**src/pkg/latch_pkg.sv**
```systemverilog
/*
  Constants shared by the set/reset latch unit: register offsets, field
  positions, reset values and divider encodings.
  Assumes a plain register port with byte-wide data and one clock.
*/
package latch_pkg;

  // register offsets on the plain register port
  localparam logic [0:0] MAIN_CONTROL_ADDR = 1'h0;
  localparam logic [0:0] SOURCE_SELECT_ADDR = 1'h1;

  // main control field positions
  localparam int LATCH_ENABLE_BIT = 7;
  localparam int DIVIDER_SEL_LSB = 4;
  localparam int TRUE_ROUTE_BIT = 3;
  localparam int INVERTED_ROUTE_BIT = 2;
  localparam int FW_SET_BIT = 1;
  localparam int FW_RESET_BIT = 0;

  // source select field positions
  localparam int PIN_SET_BIT = 7;
  localparam int CLOCK_SET_BIT = 6;
  localparam int COMP_B_SET_BIT = 5;
  localparam int COMP_A_SET_BIT = 4;
  localparam int PIN_RESET_BIT = 3;
  localparam int CLOCK_RESET_BIT = 2;
  localparam int COMP_B_RESET_BIT = 1;
  localparam int COMP_A_RESET_BIT = 0;

  // reset values
  localparam logic [7:0] MAIN_CONTROL_RESET = 8'h00;
  localparam logic [7:0] SOURCE_SELECT_RESET = 8'h00;

  // divider: select 0 gives a period of 4, each step doubles it
  localparam int DIVIDER_BASE_LOG2 = 2;
  localparam int DIVIDER_WIDTH = 9;
  localparam logic [8:0] DIVIDER_RESET = 9'h000;

  // register read data width
  localparam int DATA_WIDTH = 8;

endpackage : latch_pkg

```
**src/pkg/pulse_if.sv**
```systemverilog
/*
  Interface carrying the divider select into the pulse generator and the
  periodic pulse back out.
  Assumes both ends run on clock_i.
*/
`timescale 1ns/1ps
`default_nettype none

interface pulse_if;
  logic [2:0] divider_select;
  logic pulse;

  modport generator (input divider_select, output pulse);
  modport user (output divider_select, input pulse);
endinterface : pulse_if

`default_nettype wire

```
**src/verilog/pulse_divider.sv**
```systemverilog
/*
  Periodic pulse generator: one clock-wide pulse every 4 to 512 cycles.
  Assumes clock_i is the oscillator and the select is a stable register.
*/
`timescale 1ns/1ps
`default_nettype none

module pulse_divider
  import latch_pkg::*;
(
  // clock and reset
  input wire logic clock_i,
  input wire logic rst_i,
  // select in, pulse out
  pulse_if.generator pulses
);

  logic [8:0] count;
  logic [8:0] next_count;
  logic pulse;
  logic next_pulse;
  logic [8:0] period_mask;

  //////////////////////////////////////////////////////////////////////////
  // free-running counter, pulse when the low bits wrap
  always_comb begin
    period_mask = 9'((10'h004 << pulses.divider_select) - 10'h001);
    next_count = 9'(count + 9'h001);
    next_pulse = ((count & period_mask) == period_mask);
  end

  always_ff @(posedge clock_i or posedge rst_i) begin
    if (rst_i) begin
      count <= DIVIDER_RESET;
      pulse <= 1'b0;
    end else begin
      count <= next_count;
      pulse <= next_pulse;
    end
  end

  assign pulses.pulse = pulse;

endmodule : pulse_divider

`default_nettype wire

```
**src/verilog/set_reset_latch_unit.sv**
```systemverilog
/*
  Software-controlled set/reset latch with selectable sources and a
  programmable periodic pulse for setting or resetting.
  Assumes a byte-wide register port on clock_i; comparator and pin inputs
  are synchronous to clock_i.
*/
// Design decisions made here: the plain strobed port and the register addresses.
// What this block does
// - divider select gives pulse every 4..512 cycles
// - enable bit 7 gates both output routes
// - bit 3 routes true output to pin
// - bit 2 routes inverted output to pin
// - bit 1 write-one gives set pulse
// - bit 0 write-one gives reset pulse
// - pin-set enable lets input pin set
// - clock-set enable lets divider pulse set
// - comparator B set enable
// - comparator A set enable
// - pin-reset enable lets input pin reset
// - clock-reset enable lets divider pulse reset
// - comparator B reset enable
// - comparator A reset enable
// - reset dominates when both asserted
// - active-high inputs, state kept without clock
`timescale 1ns/1ps
`default_nettype none

module set_reset_latch_unit
  import latch_pkg::*;
(
  // clock and reset
  input wire logic clock_i,
  input wire logic rst_i,
  // register port
  input wire logic [0:0] reg_addr_i,
  input wire logic [latch_pkg::DATA_WIDTH-1:0] reg_wdata_i,
  input wire logic reg_write_i,
  input wire logic reg_read_i,
  output logic [latch_pkg::DATA_WIDTH-1:0] reg_rdata_o,
  // latch sources
  input wire logic latch_input_pin_i,
  input wire logic comparator_a_out_i,
  input wire logic comparator_b_out_i,
  // latch outputs
  output logic latch_true_pin_o,
  output logic latch_true_pin_oe_o,
  output logic latch_inverted_pin_o,
  output logic latch_inverted_pin_oe_o,
  output logic latch_state_o
);

  import latch_pkg::*;

  //////////////////////////////////////////////////////////////////////////
  // register decode helpers

  // true when a write strobe targets the given offset
  function automatic logic write_hit(input logic [0:0] addr, input logic wr,
                                     input logic [0:0] target);
    return wr && (addr == target);
  endfunction : write_hit

  //////////////////////////////////////////////////////////////////////////
  // control registers

  logic [7:0] main_control;
  logic [7:0] next_main_control;
  logic [7:0] source_select;
  logic [7:0] next_source_select;
  logic fw_set_pulse;
  logic next_fw_set_pulse;
  logic fw_reset_pulse;
  logic next_fw_reset_pulse;
  logic main_hit;
  logic source_hit;

  // the pulse bits are never stored; a write of one makes a one-cycle pulse
  always_comb begin
    main_hit = write_hit(reg_addr_i, reg_write_i, MAIN_CONTROL_ADDR);
    source_hit = write_hit(reg_addr_i, reg_write_i, SOURCE_SELECT_ADDR);
    next_main_control = main_control;
    next_source_select = source_select;
    next_fw_set_pulse = 1'b0;
    next_fw_reset_pulse = 1'b0;
    if (main_hit) begin
      next_main_control = reg_wdata_i & 8'hfc;
      next_fw_set_pulse = reg_wdata_i[FW_SET_BIT];
      next_fw_reset_pulse = reg_wdata_i[FW_RESET_BIT];
    end
    if (source_hit) begin
      next_source_select = reg_wdata_i;
    end
  end

  always_ff @(posedge clock_i or posedge rst_i) begin
    if (rst_i) begin
      main_control <= MAIN_CONTROL_RESET;
      source_select <= SOURCE_SELECT_RESET;
      fw_set_pulse <= 1'b0;
      fw_reset_pulse <= 1'b0;
    end else begin
      main_control <= next_main_control;
      source_select <= next_source_select;
      fw_set_pulse <= next_fw_set_pulse;
      fw_reset_pulse <= next_fw_reset_pulse;
    end
  end

  //////////////////////////////////////////////////////////////////////////
  // periodic pulse source

  pulse_if pulses ();

  assign pulses.divider_select = main_control[DIVIDER_SEL_LSB +: 3];

  pulse_divider u_divider (
    .clock_i (clock_i),
    .rst_i (rst_i),
    .pulses (pulses)
  );

  //////////////////////////////////////////////////////////////////////////
  // set and reset gathering

  logic set_in;
  logic reset_in;

  // each enabled source ORs into its side
  always_comb begin
    set_in = (source_select[PIN_SET_BIT] & latch_input_pin_i)
           | (source_select[CLOCK_SET_BIT] & pulses.pulse)
           | (source_select[COMP_B_SET_BIT] & comparator_b_out_i)
           | (source_select[COMP_A_SET_BIT] & comparator_a_out_i)
           | fw_set_pulse;
    reset_in = (source_select[PIN_RESET_BIT] & latch_input_pin_i)
             | (source_select[CLOCK_RESET_BIT] & pulses.pulse)
             | (source_select[COMP_B_RESET_BIT] & comparator_b_out_i)
             | (source_select[COMP_A_RESET_BIT] & comparator_a_out_i)
             | fw_reset_pulse;
  end

  //////////////////////////////////////////////////////////////////////////
  // latch core
  // the state flop is not cleared by rst_i, so firmware must set or clear
  // it before routing; sampled on clock_i as a synchronous stand-in for the
  // unclocked latch, it simply holds while nothing is asserted

  logic latch_q;
  logic next_latch_q;

  always_comb begin
    next_latch_q = latch_q;
    if (reset_in) begin
      next_latch_q = 1'b0;
    end else if (set_in) begin
      next_latch_q = 1'b1;
    end
  end

  always_ff @(posedge clock_i) begin
    latch_q <= next_latch_q;
  end

  //////////////////////////////////////////////////////////////////////////
  // output routing and read data

  logic next_true_oe;
  logic next_inverted_oe;
  logic [7:0] next_rdata;

  // routes only count while the latch is enabled; state unknown until set or cleared
  always_comb begin
    next_true_oe = main_control[LATCH_ENABLE_BIT]
                 & main_control[TRUE_ROUTE_BIT];
    next_inverted_oe = main_control[LATCH_ENABLE_BIT]
                     & main_control[INVERTED_ROUTE_BIT];
    next_rdata = 8'h00;
    if (reg_read_i) begin
      next_rdata = (reg_addr_i == MAIN_CONTROL_ADDR) ? main_control : source_select;
    end
  end

  always_ff @(posedge clock_i or posedge rst_i) begin
    if (rst_i) begin
      latch_true_pin_oe_o <= 1'b0;
      latch_inverted_pin_oe_o <= 1'b0;
      reg_rdata_o <= 8'h00;
    end else begin
      latch_true_pin_oe_o <= next_true_oe;
      latch_inverted_pin_oe_o <= next_inverted_oe;
      reg_rdata_o <= next_rdata;
    end
  end

  // pin values update on the same edge as the latch, never held by rst_i
  always_ff @(posedge clock_i) begin
    latch_true_pin_o <= next_latch_q;
    latch_inverted_pin_o <= ~next_latch_q;
    latch_state_o <= next_latch_q;
  end

endmodule : set_reset_latch_unit

`default_nettype wire

```
**config.mk**
```make
export PLATFORM = sky130hd
export DESIGN_NAME = set_reset_latch_unit
export DESIGN_NICKNAME = d
export VERILOG_FILES = /design/src/pkg/latch_pkg.sv /design/src/pkg/pulse_if.sv /design/src/verilog/pulse_divider.sv /design/src/verilog/set_reset_latch_unit.sv
export SDC_FILE = /design/constraint.sdc
export NUM_CORES = 1
export LEC_CHECK = 0
export BUFFER_PORTS_ARGS = -buffer_cell sky130_fd_sc_hd__buf_2
export CORE_ASPECT_RATIO = 1.1
export CORE_UTILIZATION = 45
export DETAILED_ROUTE_END_ITERATION = 16
export PLACE_DENSITY = 0.67
export SYNTH_ARGS = -nofsm -noshare
export SYNTH_HDL_FRONTEND = slang
export SYNTH_SLANG_ARGS = --single-unit
```
**constraint.sdc**
```tcl
create_clock -name clock_i -period 1.4 [get_ports clock_i]
set_input_delay 0.14 -clock clock_i [delete_from_list [all_inputs] [get_ports clock_i]]
set_output_delay 0.14 -clock clock_i [all_outputs]
set_load 0.02 [all_outputs]
```
---- Yosys cells after proc, flatten, opt, wreduce, memory -nomap -nowiden ----
Cells that the tools add are included.
operators by class
  $add $sub $neg .......................... 2
  multipliers ............................. 0
  divide/modulo/power cells ............... 0
  order comparisons ....................... 0
  equality and inequality tests ........... 1
  shift operators ......................... 1
  mux-type cells .......................... 6
  bitwise operators ....................... 21
  reduce and logical (&&, ||, !) cells .... 2
operators with widths
  operator                                                            count
  8-bit two-way mux                                                   2
  1-bit AND                                                           10
  9-bit by 1-bit adder with 9-bit output, second input constant       1
  9-bit AND                                                           1
  9-bit == test                                                       1
  3-bit by 3-bit left shift with 9-bit output, first input constant   1
  9-bit by 1-bit subtractor with 9-bit output, second input constant  1
  1-bit bitwise OR                                                    8
  1-bit two-way mux                                                   4
  1-bit logical AND                                                   2
  1-bit inverter                                                      2
storage, ports and cells
  bits in registers ....................... 38
  bits in latches ......................... 0
  bits in writable memories ............... 0
  memory bits (read-only) ................. 0
  output and inout bits ................... 13
  memories ................................ 0

---- Logic depth before layout (Yosys ltp) ----
  word-level depth ........................ 8
  depth in mapped cells ................... 5
  gate-level depth less buffers ........... 4

---- Modules after synthesis ----
Synthesis repeated with hierarchy kept, for this count alone.
unflattened totals
  cell total of the unflattened synthesis .. 113
  area, all modules ....................... 1541.5 um^2
by module, submodules not included
  module                instances  cells each  area each (um^2)
  set_reset_latch_unit  1          74          1107.3
  pulse_divider         1          39          434.2

---- Worst setup path before layout ----
No wires, ideal clock.
  path kind ............................... register -> register
  start ................................... register u_divider.count[0]
  end ..................................... register u_divider.count[8]
  library setup time ...................... 0.079 ns
  data arrival time ....................... 1.032 ns
  path slack .............................. 0.289 ns
  stages on the path, launching flop included .. 5
  path buffers ............................ 0
  clock period less this slack ............ 1.111 ns
  cells stage by stage .................... dfrtp_1 -> ha_1 -> nand3_2 -> nor3_1 -> xor2_1
on the way
  cells in the longest elaborated chain, start to end .. 1
RTL lines
  element                                 RTL line             text
  from (decl)                             pulse_divider.sv:18  logic [8:0] count;
  from (signal assigned)                  pulse_divider.sv:37  count <= next_count;
  9-bit by 1-bit adder with 9-bit output  pulse_divider.sv:28  next_count = 9'(count + 9'h001);
  named net u_divider.next_count[8]       pulse_divider.sv:19  logic [8:0] next_count;
The timed path passes the listed nets, and every way through them passes these cells.
A chain may end at the register's enable or synchronous reset.

---- Worst setup path in the final report ----
Ends and elaborated chain as after synthesis.

==> impl_metrics.yaml <==
synthesis:
  syn_area_per_cell_um2: 13.26
  syn-num-nets: 131
  ys_seq_area_share_pct: 62.25
  synthCells: 114
  synth_seq_cells: 38
  yosysUniqueCellTypes: 30
  syn_area_mm2: 0.001511
  synth_warnings: 0
finish:
  antenna_cells: 0
  layout_commonest_cell: "dfrtp_1"
  instances_no_fill: 185
  drive_gt1_share_pct: 34.44
  area_growth_pct: 16.47
  fin_nets: 167
  layout_common_cells: "36 x dfrtp_1, 28 x buf_2, 10 x mux2_2"
  nFillCells: 271
global_routing:
  grt_pass1_vias: 973
  track_usage_pct: 16.05
  grt_start_max_net_pins: 37
  grt_overflow: 0
  grt_pass1_wl_mm: 4.264
  antenna_found_initial: 0
detailed_routing:
  num_vias: 969
  wl_per_cell_um: 13.51
  dr.pass1.iters: 10
  viasPerCell: 5.238
  ant_nets: 0
  first_iter_violations: 30
  drc: 5
  wl_mm: 2.500
clock_tree:
  cts_root_buffer: "clkbuf_4"
  clk_latency_ns: 0.33
  cts_tree: "yes"
  cts_buffers: 5
  cts_sinks: 38
  htreeDepth: 2
  cts_buffer_depth: 2
  cts_resized: 0
  clk_pin_slew_worst_paths_ns: 0.11
  cts_setup_buffers: 0
placement:
  io_buffers: 28
  hpwl_mm: 1.842
  dp_worst_setup_slack_ns: 0.1887
  placed_cells: 176
  place.gp.congestion: 0.8066
min_path:
  worstHoldPathType: "in -> reg"
power:
  irDropWorstVdd_uv: 504.9
  finalPower_mw: 2.159
  p_sw_mw: 0.5732
  cellLeakagePower_nw: 0.9035
  power_frac_comb_pct: 14.6
  seq_power_share_pct: 58.6
  switching_share_pct: 26.55
  p_int_mw: 1.586
  powerDensity_mw_per_mm2: 1226
  clkPwrFrac_pct: 26.8
sta:
  report.final.setup_viol: 0
  finClkSkew_ns: 0.01229
  hold_viol: 0
  relSlewSlack_pct: 70.56
  tightest_slew_ns: 0.4416
  tns_ns: 0
  rsz0062_at_grt: "no"
  timing.final.crit_share_pct: 88.36
  slew_violations: 0
  min_period_ns: 1.237
  setup_ws_ns: 0.1629
  hold_slack_ns: 0.02373
  fmax_mhz: 808.4
floorplan:
  die_h_um: 62.79
  core_mm2: 0.003127
  dieArea_mm2: 0.003595
  num_rows: 21
  die_w_um: 57.26
  io_pins: 29
  initial_core_util_pct: 48.34
critical_path:
  cp.arrival_ns: 1.50
  endpoint_kind: "flip-flop"
  cp_max_fo: 4
  critical_path_class: "reg -> reg"
  critPathLaunchType: "flip-flop"
  cp.required_ns: 1.66
run:
  drv_cap: 0
status:
  status: "finished with violations"
  violations: "DRC"
## layout make-up
| type | count | area, um2 | area share [%] |
|---|---|---|---|
| timing repair buffer | 32 | 172.7 | 9.808 |
| sequential | 38 | 940.9 | 53.45 |
| inverter | 5 | 18.77 | 1.066 |
| multi-input combinational | 68 | 525.5 | 29.85 |
| clock inverter | 1 | 5.005 | 0.2843 |
| tap | 34 | 42.54 | 2.416 |
| clock buffer | 7 | 55.05 | 3.127 |
## routing by layer
layer | wire [um] | track usage, % | up-vias
met1 | 1041 | 18.60 | 474
met3 | 172 | 6.832 | 4
met2 | 1262 | 26.32 | 33
li1 | - | - | 458
met4 | 23 | 5.793 | 0
met5 | 0 | 0 | -
## path summary, 6_finish.rpt
check	depth (start not counted)	to	slack (ns)	startpoint
setup / recovery	4	u_divider.count[8]$_DFF_PP0_	0.16	u_divider.count[0]$_DFF_PP0_
hold / removal	2	fw_set_pulse$_DFF_PP0_	0.02	reg_wdata_i[1]
setup reg to reg	4	u_divider.count[8]$_DFF_PP0_	0.16	u_divider.count[0]$_DFF_PP0_
hold reg to reg	1	u_divider.count[8]$_DFF_PP0_	0.48	u_divider.count[8]$_DFF_PP0_
max in group asynchronous	4	u_divider.count[2]$_DFF_PP0_	0.65	rst_i
min in group asynchronous	4	main_control[4]$_DFFE_PP0P_	0.44	rst_i
## power groups by stage
stage               clock (mW)  sequential (mW)  combinational, mW
floorplan                    0             1.33              0.166
CTS                      0.607             1.27              0.320
global route             0.654             1.28              0.347
detailed placement           0             1.29              0.316
global placement             0             1.29              0.309
finish                   0.578             1.27              0.315
## stage by stage
stage	area [um2]	utilization [%]
2_1_floorplan	1511	-
3_3_place_gp	1690	54.06
3_5_place_dp	1690	54.06
4_1_cts	1760	56.30
5_1_grt	1760	56.30
6_report	1760	56.30
## cell families after synthesis
kind of cell             count (synthesis)  share of synthesized area, %
AO/OA/AOI/OAI                           10                         5.049
XOR/XNOR                                 7                         4.056
adder cells (fa/ha/maj)                  1                        0.8277
buffers and inverters                    8                         2.980
flip-flops                              38                         62.25
multiplexers                            19                         13.66
AND/OR/NAND/NOR                         31                         11.17
## worst max-delay path, stage by stage (launching register included)
cell and delay [ns]:
dfrtp_1 0.40, ha_1 0.24, nand3_2 0.12, nor3_1 0.24, xor2_1 0.16
## sequential cells by signal, summed over array words and instances (netlist names)
name,flops
source_select,8
reg_rdata_o,8
u_divider.count,9
fw_reset_pulse,1
fw_set_pulse,1
u_divider.pulses.pulse,1
latch_inverted_pin_o,1
latch_true_pin_oe_o,1
latch_inverted_pin_oe_o,1
latch_state_o,1
main_control,6
## what timing repair did
item,4_1_cts,5_1_grt
hold buffers,1,0
hold endpoints to repair,36,0
setup endpoints to repair,0,0
## cells in the mapped netlist
master     n  share of area (%)
buf_6      1               0.74
nand3_2    1               0.66
nand2_1    7                1.7
xnor2_1    2                1.2
buf_4      2               0.99
inv_1      5                1.2
ha_1       1               0.83
a211oi_1   1               0.50
nand2_2    2               0.83
mux2i_1    6                4.0
mux2_2    10                7.5
and3_1     2               0.83
mux2_1     3                2.2
o21ai_1    2               0.66
nor2_1     3               0.74
and2_1     4                1.7
a22oi_1    1               0.50
nor3_1     1               0.33
nand4_1    2               0.83
a222oi_1   1               0.66
a221oi_2   1               0.99
a21o_1     1               0.50
dfxtp_1    2                2.6
a21oi_1    1               0.33
dfrtp_1   36                 60
nand3_1    2               0.66
xor2_1     5                2.9
a211o_1    1               0.58
o21ai_0    1               0.33
nor2b_1    7                2.9
Power figures use the tool's default switching activity.
